$ cat config.mk
export PLATFORM = sky130hd
export DESIGN_NAME = rtc_timebase
export DESIGN_NICKNAME = d
export VERILOG_FILES = /design/src/verilog/rtc_pkg.sv /design/src/verilog/tick_sync.sv /design/src/verilog/rtc_timebase.sv
export SDC_FILE = /design/constraint.sdc
export NUM_CORES = 1
export LEC_CHECK = 0
export BUFFER_PORTS_ARGS = -buffer_cell sky130_fd_sc_hd__buf_2
export CAP_MARGIN = 20
export CELL_PAD_IN_SITES_DETAIL_PLACEMENT = 1
export CELL_PAD_IN_SITES_GLOBAL_PLACEMENT = 1
export CORE_MARGIN = 5
export CORE_UTILIZATION = 33
export CTS_CLUSTER_SIZE = 12
export DETAILED_ROUTE_END_ITERATION = 10
export PLACE_DENSITY_LB_ADDON = 0.1
export SKIP_LAST_GASP = 1
export SLEW_MARGIN = 0
export SYNTH_ARGS = -nofsm -noshare
export SYNTH_HDL_FRONTEND = slang
export SYNTH_SLANG_ARGS = --single-unit
$ cat constraint.sdc
create_clock -name CLK -period 2.5 [get_ports CLK]
set_input_delay 0.375 -clock CLK [delete_from_list [all_inputs] [get_ports CLK]]
set_output_delay 0.375 -clock CLK [all_outputs]
set_load 0.1 [all_outputs]
$ cat src/verilog/rtc_pkg.sv
package rtc_pkg;

   // register bus geometry
   localparam int unsigned ADDR_W = 8;
   localparam int unsigned DATA_W = 32;
   localparam int unsigned CNT_W  = 32;

   // register offsets, one aligned word each
   localparam logic [ADDR_W-1:0] OFS_CTRL   = 8'h00;
   localparam logic [ADDR_W-1:0] OFS_COUNT  = 8'h04;
   localparam logic [ADDR_W-1:0] OFS_ALARM  = 8'h08;
   localparam logic [ADDR_W-1:0] OFS_STATUS = 8'h0C;
   localparam logic [ADDR_W-1:0] OFS_MASK   = 8'h10;
   localparam logic [ADDR_W-1:0] OFS_ROUTE  = 8'h14;

   // event bit positions in status, mask and route fields
   localparam int unsigned EV_ALARM = 0;
   localparam int unsigned EV_MISS  = 1;
   localparam int unsigned EV_W     = 2;

   // route register: wake enables low, reset enables above
   localparam int unsigned ROUTE_WAKE_LSB  = 0;
   localparam int unsigned ROUTE_RESET_LSB = 2;
   localparam int unsigned ROUTE_W         = 4;

   // sixteen load capacitance settings
   localparam int unsigned CAP_W = 4;

   typedef struct packed {
      logic [CAP_W-1:0] load_cap_config;
      logic             alarm_enable;
      logic             osc_pin_short_control;
      logic             run_enable;
      logic             lowfreq_osc_enable;
      logic             bias_double_select;
      logic             osc_mode_select;
   } ctrl_s;

   localparam int unsigned CTRL_W = $bits(ctrl_s);

   // reset values
   localparam ctrl_s             CTRL_RESET  = '0;
   localparam logic [CNT_W-1:0]  COUNT_RESET = 32'h00000000;
   localparam logic [CNT_W-1:0]  ALARM_RESET = 32'hFFFFFFFF;
   localparam logic [EV_W-1:0]   EV_NONE     = 2'h0;
   localparam logic [ROUTE_W-1:0] ROUTE_RESET = 4'h0;

   // counter step per tick: bit 0 for crystal or self-oscillate, bit 1 for internal oscillator
   localparam logic [CNT_W-1:0] STEP_OSC = 32'h00000001;
   localparam logic [CNT_W-1:0] STEP_LFO = 32'h00000002;

   // missing-oscillator timeout
   localparam int unsigned CLK_MHZ      = 100;
   localparam int unsigned MISS_TIME_US = 1000;
   localparam int unsigned MISS_CYCLES  = MISS_TIME_US * CLK_MHZ;

endpackage

$ cat src/verilog/tick_sync.sv
`timescale 1ns/1ns
// brings a slow oscillator into the system clock and flags its rising edges
module tick_sync (
   input  wire logic CLK,
   input  wire logic RST,
   input  wire logic CE,
   input  wire logic OSC_IN,
   output logic      RISE
);
   logic meta;
   logic stable;
   logic prev;

   // two flops first; only the second one is looked at
   always_ff @(posedge CLK) begin
      if (RST) begin
         meta   <= 1'b0;
         stable <= 1'b0;
         prev   <= 1'b0;
      end else if (CE) begin
         meta   <= OSC_IN;
         stable <= meta;
         prev   <= stable;
      end
   end

   // one-cycle pulse per oscillator period
   always_ff @(posedge CLK) begin
      if (RST) begin
         RISE <= 1'b0;
      end else if (CE) begin
         RISE <= stable & ~prev;
      end
   end
endmodule // tick_sync

$ cat src/verilog/rtc_timebase.sv
`timescale 1ns/1ns
// Notes on behaviour
// - free-running 32-bit counter with alarm, advanced by slow oscillator ticks only
// - four-bit load capacitance setting, sixteen levels, written by software
// - counting never depends on the power-down state of the rest of the chip
// - alarm and missing-oscillator events route to wake and reset outputs
// - full 32-bit count at 32.768 kHz spans about 36 hours before wrap
// - oscillator mode bit at 0 selects self-oscillate mode without crystal
// - bias double bit picks about 20 kHz at 0, about 40 kHz at 1
// - software switch shorts the two oscillator pins together
// - internal oscillator enable bit both enables and selects that oscillator
// - internal oscillator ticks add at bit 1, doubling the effective rate
// - self-oscillate and internal modes count from the first tick, no wait
module rtc_timebase #(
   parameter int unsigned MISS_LIMIT = rtc_pkg::MISS_CYCLES
) (
   input  wire logic                       CLK,
   input  wire logic                       RST,
   input  wire logic                       CE,
   input  wire logic [rtc_pkg::ADDR_W-1:0] ADDR,
   input  wire logic [rtc_pkg::DATA_W-1:0] WDATA,
   input  wire logic                       WR,
   input  wire logic                       RD,
   output logic      [rtc_pkg::DATA_W-1:0] RDATA,
   input  wire logic                       OSC_TICK,
   input  wire logic                       LFO_TICK,
   input  wire logic                       POWER_DOWN,
   output logic                            OSC_MODE_SELECT,
   output logic                            BIAS_DOUBLE_SELECT,
   output logic                            LOWFREQ_OSC_ENABLE,
   output logic                            OSC_PIN_SHORT_CONTROL,
   output logic      [rtc_pkg::CAP_W-1:0]  LOAD_CAP_CONFIG,
   output logic                            IRQ,
   output logic                            WAKE_REQ,
   output logic                            RESET_REQ
);

   localparam int unsigned MISS_W = $clog2(MISS_LIMIT + 1);
   localparam logic [MISS_W-1:0] MISS_LAST = MISS_W'(MISS_LIMIT - 1);
   localparam logic [MISS_W-1:0] MISS_SAT  = MISS_W'(MISS_LIMIT);
   localparam logic [MISS_W-1:0] MISS_ZERO = '0;

   rtc_pkg::ctrl_s                ctrl;
   logic [rtc_pkg::CNT_W-1:0]     count;
   logic [rtc_pkg::CNT_W-1:0]     alarm;
   logic [rtc_pkg::EV_W-1:0]      status;
   logic [rtc_pkg::EV_W-1:0]      mask;
   logic [rtc_pkg::ROUTE_W-1:0]   route;
   logic [MISS_W-1:0]             miss_cnt;
   logic                          osc_rise;
   logic                          lfo_rise;
   logic                          tick;
   logic [rtc_pkg::CNT_W-1:0]     step;
   logic [rtc_pkg::CNT_W-1:0]     next_count;
   logic                          advance;
   logic                          alarm_hit;
   logic                          miss_hit;
   logic [rtc_pkg::EV_W-1:0]      events;
   logic [rtc_pkg::EV_W-1:0]      next_status;
   logic                          wr_ctrl;
   logic                          wr_count;
   logic                          wr_alarm;
   logic                          wr_mask;
   logic                          wr_route;
   logic                          rd_status;
   logic                          pwr_meta;
   logic                          pwr_sync;
   rtc_pkg::ctrl_s                wdata_ctrl;
   logic                          first_wait;

   // the two oscillator inputs are asynchronous; each gets its own synchroniser
   tick_sync u_osc_sync (
      .CLK    (CLK),
      .RST    (RST),
      .CE     (CE),
      .OSC_IN (OSC_TICK),
      .RISE   (osc_rise)
   );

   tick_sync u_lfo_sync (
      .CLK    (CLK),
      .RST    (RST),
      .CE     (CE),
      .OSC_IN (LFO_TICK),
      .RISE   (lfo_rise)
   );

   // power-down level is only watched, never used to stop the counter
   always_ff @(posedge CLK) begin
      if (RST) begin
         pwr_meta <= 1'b0;
         pwr_sync <= 1'b0;
      end else if (CE) begin
         pwr_meta <= POWER_DOWN;
         pwr_sync <= pwr_meta;
      end
   end

   // address decode; strobes are single cycle so no access is ever held off
   assign wr_ctrl   = WR && (ADDR == rtc_pkg::OFS_CTRL);
   assign wr_count  = WR && (ADDR == rtc_pkg::OFS_COUNT);
   assign wr_alarm  = WR && (ADDR == rtc_pkg::OFS_ALARM);
   assign wr_mask   = WR && (ADDR == rtc_pkg::OFS_MASK);
   assign wr_route  = WR && (ADDR == rtc_pkg::OFS_ROUTE);
   assign rd_status = RD && (ADDR == rtc_pkg::OFS_STATUS);

   // write data seen through the control layout, shared by the register and its checks
   assign wdata_ctrl = rtc_pkg::ctrl_s'(WDATA[rtc_pkg::CTRL_W-1:0]);

   // control register; its fields drive the oscillator analog controls directly
   always_ff @(posedge CLK) begin
      if (RST) begin
         ctrl <= rtc_pkg::CTRL_RESET;
      end else if (CE && wr_ctrl) begin
         ctrl <= wdata_ctrl;
      end
   end

   assign OSC_MODE_SELECT       = ctrl.osc_mode_select;
   assign BIAS_DOUBLE_SELECT    = ctrl.bias_double_select;
   assign LOWFREQ_OSC_ENABLE    = ctrl.lowfreq_osc_enable;
   assign OSC_PIN_SHORT_CONTROL = ctrl.osc_pin_short_control;
   assign LOAD_CAP_CONFIG       = ctrl.load_cap_config;

   // source select: the internal oscillator enable also picks it as the tick source
   assign tick = ctrl.lowfreq_osc_enable ? lfo_rise : osc_rise;
   assign step = ctrl.lowfreq_osc_enable ? rtc_pkg::STEP_LFO : rtc_pkg::STEP_OSC;

   // no start-up qualification: the first tick after run counts at once
   assign advance    = ctrl.run_enable && tick;
   assign next_count = count + step;

   // a software write to the count wins over a tick in the same cycle
   always_ff @(posedge CLK) begin
      if (RST) begin
         count <= rtc_pkg::COUNT_RESET;
      end else if (CE) begin
         if (wr_count) begin
            count <= WDATA;
         end else if (advance) begin
            count <= next_count;
         end
      end
   end

   always_ff @(posedge CLK) begin
      if (RST) begin
         alarm <= rtc_pkg::ALARM_RESET;
      end else if (CE && wr_alarm) begin
         alarm <= WDATA;
      end
   end

   // match on the value the count is about to take, so each match fires once
   assign alarm_hit = ctrl.alarm_enable && advance && !wr_count && (next_count == alarm);

   // cycles since the last tick; saturates so the event fires once per outage
   always_ff @(posedge CLK) begin
      if (RST) begin
         miss_cnt <= MISS_ZERO;
      end else if (CE) begin
         if (!ctrl.run_enable || tick) begin
            miss_cnt <= MISS_ZERO;
         end else if (miss_cnt != MISS_SAT) begin
            miss_cnt <= miss_cnt + 1'b1;
         end
      end
   end

   assign miss_hit = ctrl.run_enable && !tick && (miss_cnt == MISS_LAST);

   // sticky status; a new event beats the clear-on-read in the same cycle
   always_comb begin
      events                   = rtc_pkg::EV_NONE;
      events[rtc_pkg::EV_ALARM] = alarm_hit;
      events[rtc_pkg::EV_MISS]  = miss_hit;
      next_status              = (rd_status ? rtc_pkg::EV_NONE : status) | events;
   end

   always_ff @(posedge CLK) begin
      if (RST) begin
         status <= rtc_pkg::EV_NONE;
      end else if (CE) begin
         status <= next_status;
      end
   end

   always_ff @(posedge CLK) begin
      if (RST) begin
         mask  <= rtc_pkg::EV_NONE;
         route <= rtc_pkg::ROUTE_RESET;
      end else if (CE) begin
         if (wr_mask) begin
            mask <= WDATA[rtc_pkg::EV_W-1:0];
         end
         if (wr_route) begin
            route <= WDATA[rtc_pkg::ROUTE_W-1:0];
         end
      end
   end

   // outputs from flops; they lag status by one cycle
   always_ff @(posedge CLK) begin
      if (RST) begin
         IRQ       <= 1'b0;
         WAKE_REQ  <= 1'b0;
         RESET_REQ <= 1'b0;
      end else if (CE) begin
         IRQ       <= |(status & mask);
         WAKE_REQ  <= |(status & route[rtc_pkg::ROUTE_WAKE_LSB +: rtc_pkg::EV_W]);
         RESET_REQ <= |(status & route[rtc_pkg::ROUTE_RESET_LSB +: rtc_pkg::EV_W]);
      end
   end

   // read data valid only in the cycle after the strobe; zero otherwise
   always_ff @(posedge CLK) begin
      if (RST) begin
         RDATA <= '0;
      end else if (CE) begin
         RDATA <= '0;
         if (RD) begin
            case (ADDR)
               rtc_pkg::OFS_CTRL: begin
                  RDATA <= rtc_pkg::DATA_W'(ctrl);
               end
               rtc_pkg::OFS_COUNT: begin
                  RDATA <= count;
               end
               rtc_pkg::OFS_ALARM: begin
                  RDATA <= alarm;
               end
               rtc_pkg::OFS_STATUS: begin
                  RDATA <= rtc_pkg::DATA_W'({pwr_sync, status});
               end
               rtc_pkg::OFS_MASK: begin
                  RDATA <= rtc_pkg::DATA_W'(mask);
               end
               rtc_pkg::OFS_ROUTE: begin
                  RDATA <= rtc_pkg::DATA_W'(route);
               end
               default: begin
                  RDATA <= '0;
               end
            endcase
         end
      end
   end

   // helper for the start-up check: high from run off until the first tick after run on
   always_ff @(posedge CLK) begin
      if (RST) begin
         first_wait <= 1'b1;
      end else if (CE) begin
         if (!ctrl.run_enable) begin
            first_wait <= 1'b1;
         end else if (tick) begin
            first_wait <= 1'b0;
         end
      end
   end
endmodule // rtc_timebase

==> qor_table.md <==
| Quantity | Reported | Unit |
|---|---|---|
| Run status | complete, but fails checks | - |
| Violated checks | setup timing | - |
| Internal reg-to-reg setup slack | -110 | ps |
| Half-perimeter wire length of the detailed placement result | 19340 | um |
| Reg-to-reg endpoint | status[0] | - |
| Hold path cells | 3 | - |
| Net switching fraction of the power | 25.60 | % |
| Pin count of the biggest net entering global routing | 54 | - |
| Main combinational cell family by area after synthesis | simple AND/OR/NAND/NOR gates | - |
| Via count of the first global-routing pass | 7819 | - |
| Die height | 163.0 | um |
| Most frequent standard cell in the layout excluding fill and tap cells | sky130_fd_sc_hd__nand2_1 | - |
| Least-Margin Pin Slew | 638.9 | ps |
| Relative contribution of the clock network to total power | 50.4 | % |
| Clock transition at the register clock pins on the worst setup and hold paths after CTS | 60 | ps |
| Worst hold slack | 175.7 | ps |
| Start point of the worst min-delay path | WDATA[22] | - |
| Placeable Area | 23260 | um^2 |
| I/O Buffers | 90 | - |
| Share of the clock period used by the worst path | 104.3 | % |
| Post-synthesis async set-or-reset flop share | 0 | % |
| Final cell utilization of the core | 42.14 | % |
| Area share of fa/ha/maj cells after synthesis | 0.9073 | % |
| Final routed wire length divided by cell count | 18.75 | um |
| Largest fanout of any net on the critical path | 4 | - |
| Largest cells by area after synthesis | sky130_fd_sc_hd__dfxtp_1, sky130_fd_sc_hd__nand2_1, sky130_fd_sc_hd__nor2_1 | - |
| Comb pwr share | 4.5 | % |
| Number of register bits inferred by synthesis | 144 | - |
| Synth cell types | 59 | - |
| Buf/Inv on CP | 1 | - |
| Die Outline Area | 26560 | um^2 |
| Number of antenna violations at the first check in global routing | 0 | - |
| Post-DRT Antenna Nets | 0 | - |
| Number of buffers inserted for hold repair after clock tree synthesis | 0 | - |
| Max rail drop VDD | 0.3172 | mV |
| Gate Count Post-Synth | 993 | - |
| Most used flip-flop cell after synthesis | sky130_fd_sc_hd__dfxtp_1 | - |
| Library cell occupying the most area in the post-synthesis netlist | sky130_fd_sc_hd__dfxtp_1 | - |
| Final hold violation count | 0 | - |
| Ys Warns | 0 | - |
| Overall power consumption | 5.111 | mW |
| Number of rows created at floorplan | 56 | - |
| Clk_skew | 9.032 | ps |
| Share of post-route cells with drive strength above 1 | 22.30 | % |
| CP endpoint kind | flop | - |
| Kind of cell with the highest combined delay on the critical path | simple AND/OR/NAND/NOR gates | - |
| Number of enable-type register cells in the synthesized netlist | 0 | - |
| Layout overhead on the synthesized area | 26.93 | % |
| CTS Buffer Depth | 2 | - |
| First DRT Iteration DRCs | 379 | - |
| Cts bufs inserted | 17 | - |
| Total DRC errors in the routed layout | 0 | - |
| Sequential element share of the synthesized area | 37.33 | % |
| Top achievable clock speed | 0.3836 | GHz |
| CTS HTree Levels | 4 | - |
| Standby leakage power | 3.774 | nW |
| Source-to-sink clock delay at the later pin of the worst-skew pair | 430 | ps |
| Power per cell area | 521.4 | nW/um^2 |
| Overall track demand over capacity in global routing | 20.82 | % |
| RePlAce Congestion | 0.8911 | - |
| Final number of setup-violating endpoints | 1 | - |
| Worst Setup Slack, final | -107.1 | ps |
| Compound-Gate Fraction of Synth Area | 17.38 | % |
| Cell area after synthesis | 7722 | um^2 |
| Max-cap viol count | 0 | - |
| Initial Util | 33.20 | % |
| Multiplexer share of the synthesized area | 4.699 | % |
| Normalized max-slew margin | 57.41 | % |
| Antenna Diode Count | 0 | - |
| Mapped Nets | 1046 | - |
| Layout fillers | 2831 | - |
| Final max-slew violation count | 0 | - |
| Internal Dissipation | 3.803 | mW |
| Global-route wire length before repair | 44010 | um |
| CTS tree | built | - |
| XOR/XNOR share of the synthesized area | 6.918 | % |
| Post-Synthesis Mean Instance Area | 7.777 | um^2 |
| CTS sink cnt | 144 | - |
| Vias after detailed routing | 7678 | - |
| Biggest cell delay along the critical path | 580 | ps |
| Cell-by-cell trace of the critical path | inv_4, ha_4, fa_2, xor2_2, nor4_4, o2111ai_2, nor3_2, and4_1, nand4_1, o31ai_1 | - |
| Signal arrival time at the worst endpoint | 2950 | ps |
| Number of primary I/O pins | 91 | - |
| Classification of the worst setup path | reg2reg | - |
| Simple-gate area share of the yosys netlist | 27.98 | % |
| Origin of the critical flop-to-flop path | LOWFREQ_OSC_ENABLE | - |
| Sequential share of power | 45.2 | % |
| Critical path startpoint category | flop | - |
| Root buffer selected by CTS | sky130_fd_sc_hd__clkbuf_16 | - |
| Overflow left after global routing | 0 | - |
| Psw | 1.308 | mW |
| Die X-Extent | 163.0 | um |
| Crit-path slowest cell | sky130_fd_sc_hd__fa_2 | - |
| Post-detailed-routing wire length | 27170 | um |
| Endpoint, Worst Hold | alarm[22] | - |
| Final min period | 2607 | ps |
| Data required time at the worst endpoint | 2840 | ps |
| Detailed Routing Iterations Pass 1 | 5 | - |
| RSZ-0062 raised after global routing | true | - |
| Worst min path class | in2reg | - |
| Net total in the final layout | 1170 | - |
| Detailed-route vias per instance | 5.299 | - |
| Leading cell types in the layout, fill and taps excluded | sky130_fd_sc_hd__nand2_1, sky130_fd_sc_hd__dfxtp_1, sky130_fd_sc_hd__nor2_1, sky130_fd_sc_hd__buf_2, sky130_fd_sc_hd__buf_4 | - |
| R2r worst-path depth | 10 | - |
| DP Worst Slack | -220.8 | ps |
| Post-synth top area share | 37.33 | % |
[through the flow]
step / instance area [um^2] / cells / TNS [ps]
CTS: 9726 / 1446 / -58.55
global route: 9802 / 1449 / -205.7
detailed placement: 9047 / 1407 / -247.3
floorplan: 7779 / 993 / -113.0
global placement: 9047 / 1407 / -208.3
finish: 9802 / 1449 / -107.1
[logic make-up after synthesis]
logic type	after synthesis
AND/OR/NAND/NOR	455
AO/OA/AOI/OAI	202
flip-flops	144
buffers and inverters	90
XOR/XNOR	61
multiplexers	36
adder cells (fa/ha/maj)	5
[power groups by stage]
stage	Combinational, mW	Sequential (mW)	Clock [mW]
after floorplan	0.0991	2.38	0
after global placement	0.228	2.36	0
after detailed placement	0.230	2.36	0
after CTS	0.231	2.31	2.64
after global routing	0.248	2.31	2.75
final	0.228	2.31	2.58
[worst min-delay path, cell delays in order]
cell and delay, ps:
sky130_fd_sc_hd__buf_2 90, sky130_fd_sc_hd__nand2_1 40, sky130_fd_sc_hd__nand3_1 60
[registers in the layout, indices dropped and copies added, names as in the netlist, 2 cells and up]
register         cells
LOAD_CAP_CONFIG      4
RDATA               32
alarm               32
count               32
ctrl                 2
mask                 2
miss_cnt            17
route                4
status               2
[routing by layer]
metal	wire length [um]	global-route usage (%)
met3	856	2.835
met4	278	5.147
met1	13490	29.44
met2	12550	33.66
met5	0	0
[final cells by class]
| type | instances | area [um^2] | share of cell area (%) |
|---|---|---|---|
| clock inverters | 14 | 143.9 | 1.468 |
| multi-input cells | 759 | 4643 | 47.37 |
| clock buffers | 18 | 439.2 | 4.480 |
| inverters | 12 | 47.55 | 0.4851 |
| well taps | 319 | 399.1 | 4.072 |
| repair buffers | 183 | 1242 | 12.68 |
| flip-flops and latches | 144 | 2887 | 29.45 |
[repair_timing]
action                                  CTS  global route
endpoints found under the setup margin    3             5
pin swaps                                15            22
resized for setup                         9            11
gates cloned                              0             0
buffers inserted                          7             6
[worst max path at each step]
stage	start	end	slack, ps	depth (start not counted)
4_1_cts	LOWFREQ_OSC_ENABLE	status[0]	-60	10
6_report	LOWFREQ_OSC_ENABLE	status[0]	-110	10
3_3_place_gp	LOWFREQ_OSC_ENABLE	status[0]	-210	10
3_5_place_dp	LOWFREQ_OSC_ENABLE	status[0]	-220	9
2_1_floorplan	LOWFREQ_OSC_ENABLE	status[0]	-110	9
5_1_grt	LOWFREQ_OSC_ENABLE	status[0]	-130	11
[Yosys cell counts (5+ instances only)]
cell,instances
sky130_fd_sc_hd__inv_1,12
sky130_fd_sc_hd__dfxtp_1,144
sky130_fd_sc_hd__o31ai_1,14
sky130_fd_sc_hd__and3_1,17
sky130_fd_sc_hd__clkbuf_1,64
sky130_fd_sc_hd__a22oi_1,34
sky130_fd_sc_hd__nand2_1,160
sky130_fd_sc_hd__and4_1,12
sky130_fd_sc_hd__or3_1,8
sky130_fd_sc_hd__a21oi_1,53
sky130_fd_sc_hd__and2_1,6
sky130_fd_sc_hd__o211ai_1,5
sky130_fd_sc_hd__xnor2_1,40
sky130_fd_sc_hd__o21ai_0,41
sky130_fd_sc_hd__xor2_1,21
sky130_fd_sc_hd__nor3_1,24
sky130_fd_sc_hd__nand3_1,48
sky130_fd_sc_hd__a22o_1,25
sky130_fd_sc_hd__nand3b_1,7
sky130_fd_sc_hd__nand4_1,14
sky130_fd_sc_hd__nor2_1,118
sky130_fd_sc_hd__nor4_1,11
sky130_fd_sc_hd__nand2b_1,6
sky130_fd_sc_hd__mux2i_1,34
sky130_fd_sc_hd__buf_2,7
(Power assumes the default switching activity.)
